===== src/so_params.svh =====
/*
  offsets, field positions, reset values and timing counts of the
  system options and periodic wakeup block.
  assumes a 32-bit AXI4-Lite register bus, one register per word.
*/
`ifndef SO_PARAMS_SVH
`define SO_PARAMS_SVH
// ----------------------------------------
// register byte offsets
// ----------------------------------------
`define SO_OFS_OPTIONS  8'h00
`define SO_OFS_CLKOUT   8'h04
`define SO_OFS_ID_HIGH  8'h08
`define SO_OFS_ID_LOW   8'h0C
`define SO_OFS_WAKEUP   8'h10
// ----------------------------------------
// field positions
// ----------------------------------------
`define SO_OPT_WDOG_EN  7
`define SO_OPT_WDOG_LT  6
`define SO_OPT_STOP_EN  5
`define SO_CLK_PIN_EN   4
`define SO_WK_FLAG      7
`define SO_WK_ACK       6
`define SO_WK_CLKSEL    5
`define SO_WK_IE        4
// ----------------------------------------
// reset values
// ----------------------------------------
`define SO_OPT_RESET    8'hC0
`define SO_WK_RESET     8'h00
// ----------------------------------------
// wakeup delays: internal in ms, external in clock divisions
// ----------------------------------------
`define SO_INT_MS_1     16'd8
`define SO_INT_MS_2     16'd32
`define SO_INT_MS_3     16'd64
`define SO_INT_MS_4     16'd128
`define SO_INT_MS_5     16'd256
`define SO_INT_MS_6     16'd512
`define SO_INT_MS_7     16'd1024
`define SO_EXT_DIV_1    16'd256
`define SO_EXT_DIV_2    16'd1024
`define SO_EXT_DIV_3    16'd2048
`define SO_EXT_DIV_4    16'd4096
`define SO_EXT_DIV_5    16'd8192
`define SO_EXT_DIV_6    16'd16384
`define SO_EXT_DIV_7    16'd32768
`define SO_OSC_MS_TICK  16'd1
`endif


===== src/so_pkg.sv =====
/*
  types of the system options and periodic wakeup block.
  assumes nothing from so_params.svh; widths and response codes are set here.
*/
package so_pkg;
  // ----------------------------------------
  // bus carriers
  // ----------------------------------------
  typedef struct packed {
    logic [7:0]  awaddr;
    logic        awvalid;
    logic [31:0] wdata;
    logic [3:0]  wstrb;
    logic        wvalid;
    logic        bready;
    logic [7:0]  araddr;
    logic        arvalid;
    logic        rready;
  } so_axi_req_t;
  typedef struct packed {
    logic        awready;
    logic        wready;
    logic        bvalid;
    logic [1:0]  bresp;
    logic        arready;
    logic        rvalid;
    logic [31:0] rdata;
    logic [1:0]  rresp;
  } so_axi_rsp_t;
  typedef enum logic [1:0] {
    SO_RESP_OKAY   = 2'b00,
    SO_RESP_SLVERR = 2'b10
  } so_resp_t;
endpackage


===== src/so_sysopt.sv =====
/*
  system options, clock output divider, part identification and
  periodic wakeup timer behind an AXI4-Lite slave.
  assumes one bus clock; the 1 kHz oscillator and the external
  clock arrive as asynchronous levels and are synchronised here.
*/
// Our own choices: the register addresses and register access over AXI4-Lite.
// What this block does
// - options register honours only first write after reset
// - options bits 3 and 2 read zero
// - watchdog enable bit 7 resets to one
// - watchdog timeout bit 6 resets long
// - stop disabled forces illegal opcode reset
// - pin enable bit 4 routes divided clock
// - output clock is bus clock over 2N
// - zero divider with enable drives pin low
// - twelve-bit part identification, read only
// - identification high bits 7:4 reserved
// - wakeup flag bit 7 set on timeout
// - acknowledge bit 6 clears flag, reads zero
// - clock select bit 5 picks timer source
// - interrupt enable bit 4 gates request
// - delay code zero disables the timer
// - internal source gives 8 ms to 1.024 s
// - external source divides by 256 to 32768
// - wakeup register resets zero, bit 3 zero
`timescale 1ns/100ps
`include "so_params.svh"
module so_sysopt
  import so_pkg::*;
#(
  parameter logic [11:0] PART_ID = 12'h5A3  // value is arbitrary
) (
  // clock and reset
  input  wire logic        clock,
  input  wire logic        nrst,
  // register bus
  input  wire so_axi_req_t axi_req,
  output so_axi_rsp_t      axi_rsp,
  // wakeup clock sources, asynchronous
  input  wire logic        osc_1khz,
  input  wire logic        ext_clock,
  // cpu side
  input  wire logic        stop_exec,
  output logic             illegal_opcode_reset,
  output logic             watchdog_enable,
  output logic             watchdog_long_timeout,
  output logic             stop_mode_enable,
  output logic             wakeup_irq,
  // clock output port pin
  output logic             clock_output_port_pin,
  output logic             clock_output_port_oe
);

  // an all-zero code would be indistinguishable from an absent register
  if (PART_ID == 12'h000) begin : g_bad_id
    $error("part id must be nonzero");
  end

  // ----------------------------------------
  // decoding
  // ----------------------------------------
  function automatic logic [15:0] wake_limit(
    input logic       ext_sel,
    input logic [2:0] code
  );
    logic [15:0] n;
    n = 16'd1;
    unique case (code)
      3'd1: n = ext_sel ? `SO_EXT_DIV_1 : `SO_INT_MS_1;
      3'd2: n = ext_sel ? `SO_EXT_DIV_2 : `SO_INT_MS_2;
      3'd3: n = ext_sel ? `SO_EXT_DIV_3 : `SO_INT_MS_3;
      3'd4: n = ext_sel ? `SO_EXT_DIV_4 : `SO_INT_MS_4;
      3'd5: n = ext_sel ? `SO_EXT_DIV_5 : `SO_INT_MS_5;
      3'd6: n = ext_sel ? `SO_EXT_DIV_6 : `SO_INT_MS_6;
      3'd7: n = ext_sel ? `SO_EXT_DIV_7 : `SO_INT_MS_7;
      3'd0: n = 16'd1;
    endcase
    if (!ext_sel) begin
      n = 16'(n * `SO_OSC_MS_TICK);
    end
    return 16'(n - 16'd1);
  endfunction

  function automatic logic is_reg(
    input logic [7:0] addr,
    input logic [7:0] ofs
  );
    return addr == ofs;
  endfunction

  // ----------------------------------------
  // state
  // ----------------------------------------
  logic        awready_q;
  logic        wready_q;
  logic        bvalid_q;
  logic [1:0]  bresp_q;
  logic        arready_q;
  logic        rvalid_q;
  logic [31:0] rdata_q;
  logic [1:0]  rresp_q;
  logic [7:0]  awaddr_q;
  logic [31:0] wdata_q;
  logic [3:0]  wstrb_q;

  logic [7:0]  opt_q;
  logic        opt_locked_q;
  logic        pin_en_q;
  logic [2:0]  div_q;
  logic [2:0]  div_cnt_q;
  logic        clk_out_q;
  logic        clk_oe_q;

  logic        wk_flag_q;
  logic        wk_clksel_q;
  logic        wk_ie_q;
  logic [2:0]  wk_code_q;
  logic [15:0] wk_cnt_q;
  logic        irq_q;
  logic        ilop_q;

  logic [2:0]  osc_sync_q;
  logic [2:0]  ext_sync_q;

  // ----------------------------------------
  // bus handshakes
  // ----------------------------------------
  wire aw_hs    = axi_req.awvalid & awready_q;
  wire w_hs     = axi_req.wvalid & wready_q;
  wire do_write = ~awready_q & ~wready_q & ~bvalid_q;
  wire b_hs     = bvalid_q & axi_req.bready;
  wire ar_hs    = axi_req.arvalid & arready_q;
  wire r_hs     = rvalid_q & axi_req.rready;
  wire lane0    = wstrb_q[0];

  wire wr_opt   = do_write & lane0 & is_reg(awaddr_q, `SO_OFS_OPTIONS);
  wire wr_clk   = do_write & lane0 & is_reg(awaddr_q, `SO_OFS_CLKOUT);
  wire wr_wk    = do_write & lane0 & is_reg(awaddr_q, `SO_OFS_WAKEUP);
  wire [7:0] wb = wdata_q[7:0];

  wire wr_hit =
    is_reg(awaddr_q, `SO_OFS_OPTIONS) | is_reg(awaddr_q, `SO_OFS_CLKOUT) |
    is_reg(awaddr_q, `SO_OFS_ID_HIGH) | is_reg(awaddr_q, `SO_OFS_ID_LOW) |
    is_reg(awaddr_q, `SO_OFS_WAKEUP);

  // ----------------------------------------
  // read selection
  // ----------------------------------------
  wire [7:0] ra = axi_req.araddr;
  wire [7:0] rd_opt = {opt_q[7:5], 1'b0, 2'b00, opt_q[1:0]};
  wire [7:0] rd_clk = {3'b000, pin_en_q, 1'b0, div_q};
  wire [7:0] rd_idh = {4'h0, PART_ID[11:8]};
  wire [7:0] rd_idl = PART_ID[7:0];
  wire [7:0] rd_wk  =
    {wk_flag_q, 1'b0, wk_clksel_q, wk_ie_q, 1'b0, wk_code_q};
  wire       rd_hit =
    is_reg(ra, `SO_OFS_OPTIONS) | is_reg(ra, `SO_OFS_CLKOUT) |
    is_reg(ra, `SO_OFS_ID_HIGH) | is_reg(ra, `SO_OFS_ID_LOW) |
    is_reg(ra, `SO_OFS_WAKEUP);
  wire [7:0] rd_byte =
    is_reg(ra, `SO_OFS_OPTIONS) ? rd_opt :
    is_reg(ra, `SO_OFS_CLKOUT)  ? rd_clk :
    is_reg(ra, `SO_OFS_ID_HIGH) ? rd_idh :
    is_reg(ra, `SO_OFS_ID_LOW)  ? rd_idl :
    is_reg(ra, `SO_OFS_WAKEUP)  ? rd_wk  : 8'h00;

  // ----------------------------------------
  // axi write path
  // ----------------------------------------
  always_ff @(posedge clock or negedge nrst) begin
    if (!nrst) begin
      awready_q <= 1'b1;
      wready_q  <= 1'b1;
      awaddr_q  <= 8'h00;
      wdata_q   <= 32'h0000_0000;
      wstrb_q   <= 4'h0;
    end else begin
      if (aw_hs) begin
        awready_q <= 1'b0;
        awaddr_q  <= axi_req.awaddr;
      end else if (do_write) begin
        awready_q <= 1'b1;
      end
      if (w_hs) begin
        wready_q <= 1'b0;
        wdata_q  <= axi_req.wdata;
        wstrb_q  <= axi_req.wstrb;
      end else if (do_write) begin
        wready_q <= 1'b1;
      end
    end
  end

  always_ff @(posedge clock or negedge nrst) begin
    if (!nrst) begin
      bvalid_q <= 1'b0;
      bresp_q  <= SO_RESP_OKAY;
    end else if (do_write) begin
      bvalid_q <= 1'b1;
      bresp_q  <= wr_hit ? SO_RESP_OKAY : SO_RESP_SLVERR;
    end else if (b_hs) begin
      bvalid_q <= 1'b0;
    end
  end

  // ----------------------------------------
  // axi read path
  // ----------------------------------------
  always_ff @(posedge clock or negedge nrst) begin
    if (!nrst) begin
      arready_q <= 1'b1;
      rvalid_q  <= 1'b0;
      rdata_q   <= 32'h0000_0000;
      rresp_q   <= SO_RESP_OKAY;
    end else if (ar_hs) begin
      arready_q <= 1'b0;
      rvalid_q  <= 1'b1;
      rdata_q   <= {24'h00_0000, rd_byte};
      rresp_q   <= rd_hit ? SO_RESP_OKAY : SO_RESP_SLVERR;
    end else if (r_hs) begin
      arready_q <= 1'b1;
      rvalid_q  <= 1'b0;
    end
  end

  assign axi_rsp = '{
    awready: awready_q,
    wready:  wready_q,
    bvalid:  bvalid_q,
    bresp:   bresp_q,
    arready: arready_q,
    rvalid:  rvalid_q,
    rdata:   rdata_q,
    rresp:   rresp_q
  };

  // ----------------------------------------
  // system options, write once
  // ----------------------------------------
  always_ff @(posedge clock or negedge nrst) begin
    if (!nrst) begin
      opt_q        <= `SO_OPT_RESET;
      opt_locked_q <= 1'b0;
    end else if (wr_opt && !opt_locked_q) begin
      opt_q        <= wb & 8'hE3;
      opt_locked_q <= 1'b1;
    end
  end

  assign watchdog_enable       = opt_q[`SO_OPT_WDOG_EN];
  assign watchdog_long_timeout = opt_q[`SO_OPT_WDOG_LT];
  assign stop_mode_enable      = opt_q[`SO_OPT_STOP_EN];

  always_ff @(posedge clock or negedge nrst) begin
    if (!nrst) begin
      ilop_q <= 1'b0;
    end else begin
      ilop_q <= stop_exec & ~opt_q[`SO_OPT_STOP_EN];
    end
  end

  assign illegal_opcode_reset = ilop_q;

  // ----------------------------------------
  // clock output divider
  // ----------------------------------------
  wire       div_zero = div_q == 3'd0;
  wire       div_end  = div_cnt_q == 3'(div_q - 3'd1);
  wire [2:0] div_inc  = 3'(div_cnt_q + 3'd1);

  always_ff @(posedge clock or negedge nrst) begin
    if (!nrst) begin
      pin_en_q <= 1'b0;
      div_q    <= 3'd0;
    end else if (wr_clk) begin
      pin_en_q <= wb[`SO_CLK_PIN_EN];
      div_q    <= wb[2:0];
    end
  end

  always_ff @(posedge clock or negedge nrst) begin
    if (!nrst) begin
      div_cnt_q <= 3'd0;
      clk_out_q <= 1'b0;
      clk_oe_q  <= 1'b0;
    end else begin
      clk_oe_q <= pin_en_q;
      if (!pin_en_q || div_zero || wr_clk) begin
        div_cnt_q <= 3'd0;
        clk_out_q <= 1'b0;
      end else if (div_end) begin
        div_cnt_q <= 3'd0;
        clk_out_q <= ~clk_out_q;
      end else begin
        div_cnt_q <= div_inc;
      end
    end
  end

  assign clock_output_port_pin = clk_out_q;
  assign clock_output_port_oe  = clk_oe_q;

  // ----------------------------------------
  // wakeup source synchronisers
  // ----------------------------------------
  always_ff @(posedge clock or negedge nrst) begin
    if (!nrst) begin
      osc_sync_q <= 3'b000;
      ext_sync_q <= 3'b000;
    end else begin
      osc_sync_q <= {osc_sync_q[1:0], osc_1khz};
      ext_sync_q <= {ext_sync_q[1:0], ext_clock};
    end
  end

  wire osc_rise = osc_sync_q[1] & ~osc_sync_q[2];
  wire ext_rise = ext_sync_q[1] & ~ext_sync_q[2];
  wire wk_tick  = wk_clksel_q ? ext_rise : osc_rise;

  // ----------------------------------------
  // periodic wakeup timer
  // ----------------------------------------
  wire [15:0] wk_lim  = wake_limit(wk_clksel_q, wk_code_q);
  wire        wk_off  = wk_code_q == 3'd0;
  wire        wk_hit  = wk_tick & ~wk_off & (wk_cnt_q == wk_lim);
  wire        wk_ack  = wr_wk & wb[`SO_WK_ACK];
  wire        wk_cfg  = wr_wk &&
    ({wb[`SO_WK_CLKSEL], wb[2:0]} != {wk_clksel_q, wk_code_q});

  always_ff @(posedge clock or negedge nrst) begin
    if (!nrst) begin
      wk_clksel_q <= 1'(`SO_WK_RESET >> `SO_WK_CLKSEL);
      wk_ie_q     <= 1'b0;
      wk_code_q   <= 3'd0;
    end else if (wr_wk) begin
      wk_clksel_q <= wb[`SO_WK_CLKSEL];
      wk_ie_q     <= wb[`SO_WK_IE];
      wk_code_q   <= wb[2:0];
    end
  end

  always_ff @(posedge clock or negedge nrst) begin
    if (!nrst) begin
      wk_cnt_q <= 16'h0000;
    end else if (wk_off || wk_cfg) begin
      wk_cnt_q <= 16'h0000;
    end else if (wk_hit) begin
      wk_cnt_q <= 16'h0000;
    end else if (wk_tick) begin
      wk_cnt_q <= 16'(wk_cnt_q + 16'h0001);
    end
  end

  always_ff @(posedge clock or negedge nrst) begin
    if (!nrst) begin
      wk_flag_q <= 1'b0;
    end else if (wk_hit) begin
      wk_flag_q <= 1'b1;
    end else if (wk_ack) begin
      wk_flag_q <= 1'b0;
    end
  end

  always_ff @(posedge clock or negedge nrst) begin
    if (!nrst) begin
      irq_q <= 1'b0;
    end else begin
      irq_q <= wk_flag_q & wk_ie_q;
    end
  end

  assign wakeup_irq = irq_q;

endmodule


===== config.mk =====
export PLATFORM = sky130hd
export DESIGN_NAME = so_sysopt
export DESIGN_NICKNAME = d
export VERILOG_FILES = /design/src/so_pkg.sv /design/src/so_sysopt.sv
export VERILOG_INCLUDE_DIRS = /design/src
export SDC_FILE = /design/constraint.sdc
export NUM_CORES = 1
export LEC_CHECK = 0
export ABC_AREA = 1
export BUFFER_PORTS_ARGS = -buffer_cell sky130_fd_sc_hd__buf_2
export CORE_UTILIZATION = 55
export CTS_BUF_LIST = sky130_fd_sc_hd__clkbuf_4
export CTS_CLUSTER_SIZE = 14
export DETAILED_ROUTE_END_ITERATION = 16
export PLACE_DENSITY = 0.81
export RECOVER_POWER = 100
export SLEW_MARGIN = 5
export SYNTH_ARGS = -nofsm -noshare
export SYNTH_HDL_FRONTEND = slang
export SYNTH_SLANG_ARGS = --single-unit

===== constraint.sdc =====
create_clock -name clock -period 1.75 [get_ports clock]
set_input_delay 0.2625 -clock clock [delete_from_list [all_inputs] [get_ports clock]]
set_output_delay 0.2625 -clock clock [all_outputs]
set_load 0.05 [all_outputs]

==> run metrics <==
wire length of the first global-routing pass=15,000 µm; Critical Path RT=2080 ps; Nets=664; RSZ-0062 raised after global routing=yes; routed via count=3,657; starting density of the core=0.582; Setup crit end kind=flop; hold_sp=stop_exec; reg2reg path depth=12; Pleak=2.56 nW; final hold vios=0; Num CTS Buffers=9; WHS Path Cells=3; worst-margin pin slew=985 ps; CTS tree=done; Avg WL per Cell=13.8 µm; die area=7690 µm²; Sinks on Clock Net=75; failing checks=setup timing; Detailed Place HPWL=6040 µm; Die H=87.7 µm; remaining global-route overflow=0; worst hold path type=in -> reg; Area growth, synth to finish=21.4%; Core ar.=6940 µm²; H-tree depth=3; Post-Syn Area=4040 µm²; dpl ws=-50.9 ps; latest clock arrival within the worst-skew pair=450 ps; Crit Path Max Fanout=7; gpl congestion=0.910; FF-to-FF Start=wk_code_q[1]; # rows=30; WHS Endpoint=illegal_opcode_reset; PD cells=1000 nW/µm²; reg-to-reg slack, setup=-120 ps; Max-Cap Viols=0; drt total wl=9640 µm; Post-DRT Antenna Nets=0; Max Buffers Root-to-Sink=2; mean number of vias per cell=5.23; syn avg cell area=7.93 µm²; r2r endpoint=wk_cnt_q[15]; width of the chip=87.7 µm; Layout Skew=24.0 ps; final critical-path required period=1870 ps; Clk pin slew, worst setup/hold paths=110 ps; Rel. slew slack=0.343; critical path class=reg -> reg; utilization after layout=0.706; CP Launch Type=flop; Yosys cell types=35; Post-Synthesis Cells=509; initial antenna violation count=0; status=finished, violations left; Tcrit/Tclk final=1.07; initial detailed-routing violation count=397; worst path arrival time=2200 ps; Pins Over Slew Limit=0; Multi-input gate area=1850 µm²; Fmax=536 MHz; I/O pin count=110; drt pass-1 iters=6; DR DRC count=0; final setup margin=-116 ps; share of cells above drive strength 1=0.249; Yosys warning count=0; Max VDD drop=0.00100 V; GRT Util Overall=0.257; sequential area share after synthesis=0.466; clock root cell=clkbuf_4; FF+latch area=1890 µm²; #FFs+latches synth=75; filler instances=514; Port Buf Inserts=54; ANT cells=0; number of global-route vias before repair=3,384; Setup violations, final=15; pin count of the biggest net entering global routing=76
worst max-delay path, cell delays in order, from the launching register on:
cell and delay [ps]:
dfrtp_1 440, buf_6 170, nor2_4 150, nand2_1 60, nand2_1 60, nand2_1 60
nor2_2 140, nand2_1 100, nor2_2 130, nand3_2 130, nand2_4 130, buf_12 150
nor2_2 50
layout by cell type, fill, tap and decap left out, types with 4 or more instances in the layout:
master	n
nand2_1	116
dfrtp_1	67
inv_1	59
nor2_1	47
buf_2	43
o21ai_0	27
conb_1	27
buf_4	25
nand3_1	24
a21oi_1	23
nor2_2	14
clkbuf_1	12
nand4_1	11
clkbuf_4	11
nand2_4	8
dlygate4sd3_1	7
xor2_1	6
o21ai_1	6
nor2_4	6
nand3b_1	4
inv_2	4
o21ai_2	4
nand3_2	4
xor2_2	4
ha_1	4
buf_6	4
logic make-up after synthesis:
kind of cell | count (synthesis) | share of synthesized area
multiplexers | 1 | 0.00279
AO/OA/AOI/OAI | 68 | 0.0877
adder cells (fa/ha/maj) | 4 | 0.0124
AND/OR/NAND/NOR | 241 | 0.264
XOR/XNOR | 12 | 0.0260
buffers and inverters | 107 | 0.140
flip-flops | 75 | 0.466
other | 1 | 0.000928
cells in the mapped netlist:
cell	count	area share
conb_1	1	0.00093
buf_4	36	0.067
o31ai_1	1	0.0019
o21ai_1	7	0.0087
a31oi_1	1	0.0015
a21oi_1	25	0.031
dfrtp_1	70	0.43
mux2_2	1	0.0028
buf_2	1	0.0012
nand3b_1	4	0.0074
nand2_2	5	0.0077
nor2_2	14	0.022
a22oi_1	1	0.0019
buf_6	1	0.0028
o21ai_0	30	0.037
nor4_1	2	0.0031
nand3_1	25	0.031
buf_12	1	0.0050
xnor2_1	2	0.0043
inv_2	4	0.0037
nor2_1	53	0.049
nand2_4	2	0.0056
dfstp_2	5	0.033
nand3_2	3	0.0074
o21bai_1	1	0.0019
inv_1	59	0.055
o22ai_1	1	0.0015
o2111ai_1	1	0.0022
ha_1	4	0.012
inv_4	1	0.0015
xor2_1	10	0.022
nand2_1	120	0.11
clkbuf_1	4	0.0037
nor3_1	2	0.0025
nand4_1	11	0.017
final cells by class:
cell class / count / share of cell area
clock inverter: 6 / 0.0191
tap: 96 / 0.0245
sequential: 75 / 0.385
clock buffer: 10 / 0.0153
multi-input combinational: 353 / 0.377
inverter: 64 / 0.0495
timing repair buffer: 95 / 0.130
per-stage QoR:
| step | TNS [ps] | hold slack, ps | area, µm² | power [mW] | cells |
|---|---|---|---|---|---|
| 3_3_place_gp | 0 | 324 | 4420 | 3.59 | 666 |
| 5_1_grt | -3050 | 15.2 | 4900 | 5.18 | 699 |
| 6_report | -1470 | 25.2 | 4900 | 4.92 | 699 |
| 4_1_cts | -5.08 | 12.9 | 4700 | 4.93 | 692 |
| 2_1_floorplan | 0 | -33.1 | 4140 | 3.33 | 535 |
| 3_5_place_dp | -546 | 334 | 4420 | 3.64 | 666 |
layer usage:
layer  wire length (µm)  vias to the layer above  track usage
met3                771                       54       0.0528
met1               3860                     1648        0.317
met5                  0                        -            0
li1                   -                     1730            -
met2               4540                      225        0.428
met4                469                        0        0.134
worst max-delay path by stage:
stage,startpoint,end,slack (ps),cells after the start
after floorplan,awready_q,wk_cnt_q[10],170,8
after global placement,wk_code_q[2],wk_cnt_q[2],1,10
after detailed placement,wk_code_q[2],wk_cnt_q[2],-50,10
after CTS,wk_code_q[1],wk_cnt_q[2],-5,12
after global routing,wk_code_q[1],wk_cnt_q[5],-210,12
final,wk_code_q[1],wk_cnt_q[15],-120,12
sequential cells by signal, indices dropped and copies added (netlist names), 3 cells and up:
| register | count |
|---|---|
| div_cnt_q | 3 |
| osc_sync_q | 3 |
| wk_code_q | 3 |
| div_q | 3 |
| ext_sync_q | 3 |
| opt_q | 5 |
| wk_cnt_q | 16 |
| wdata_q | 7 |
| awaddr_q | 8 |
| rdata_q | 7 |
where the power goes:
group          switching [mW]  internal (mW)  total, mW
Clock                   0.668          0.610       1.28
Sequential              0.153           2.03       2.19
Combinational            1.05          0.405       1.45
Total                    1.87           3.05       4.92
repair_timing:
| item | 4_1_cts | 5_1_grt |
|---|---|---|
| buffers inserted | 3 | 6 |
| hold buffers | 7 | 0 |
| cloned | 0 | 1 |
| gates resized for setup | 7 | 39 |
| endpoints found under the setup margin | 16 | 18 |
| hold endpoints to repair | 76 | 0 |
| pin swaps | 0 | 5 |
No activity file was read; power rests on OpenSTA's default activity.
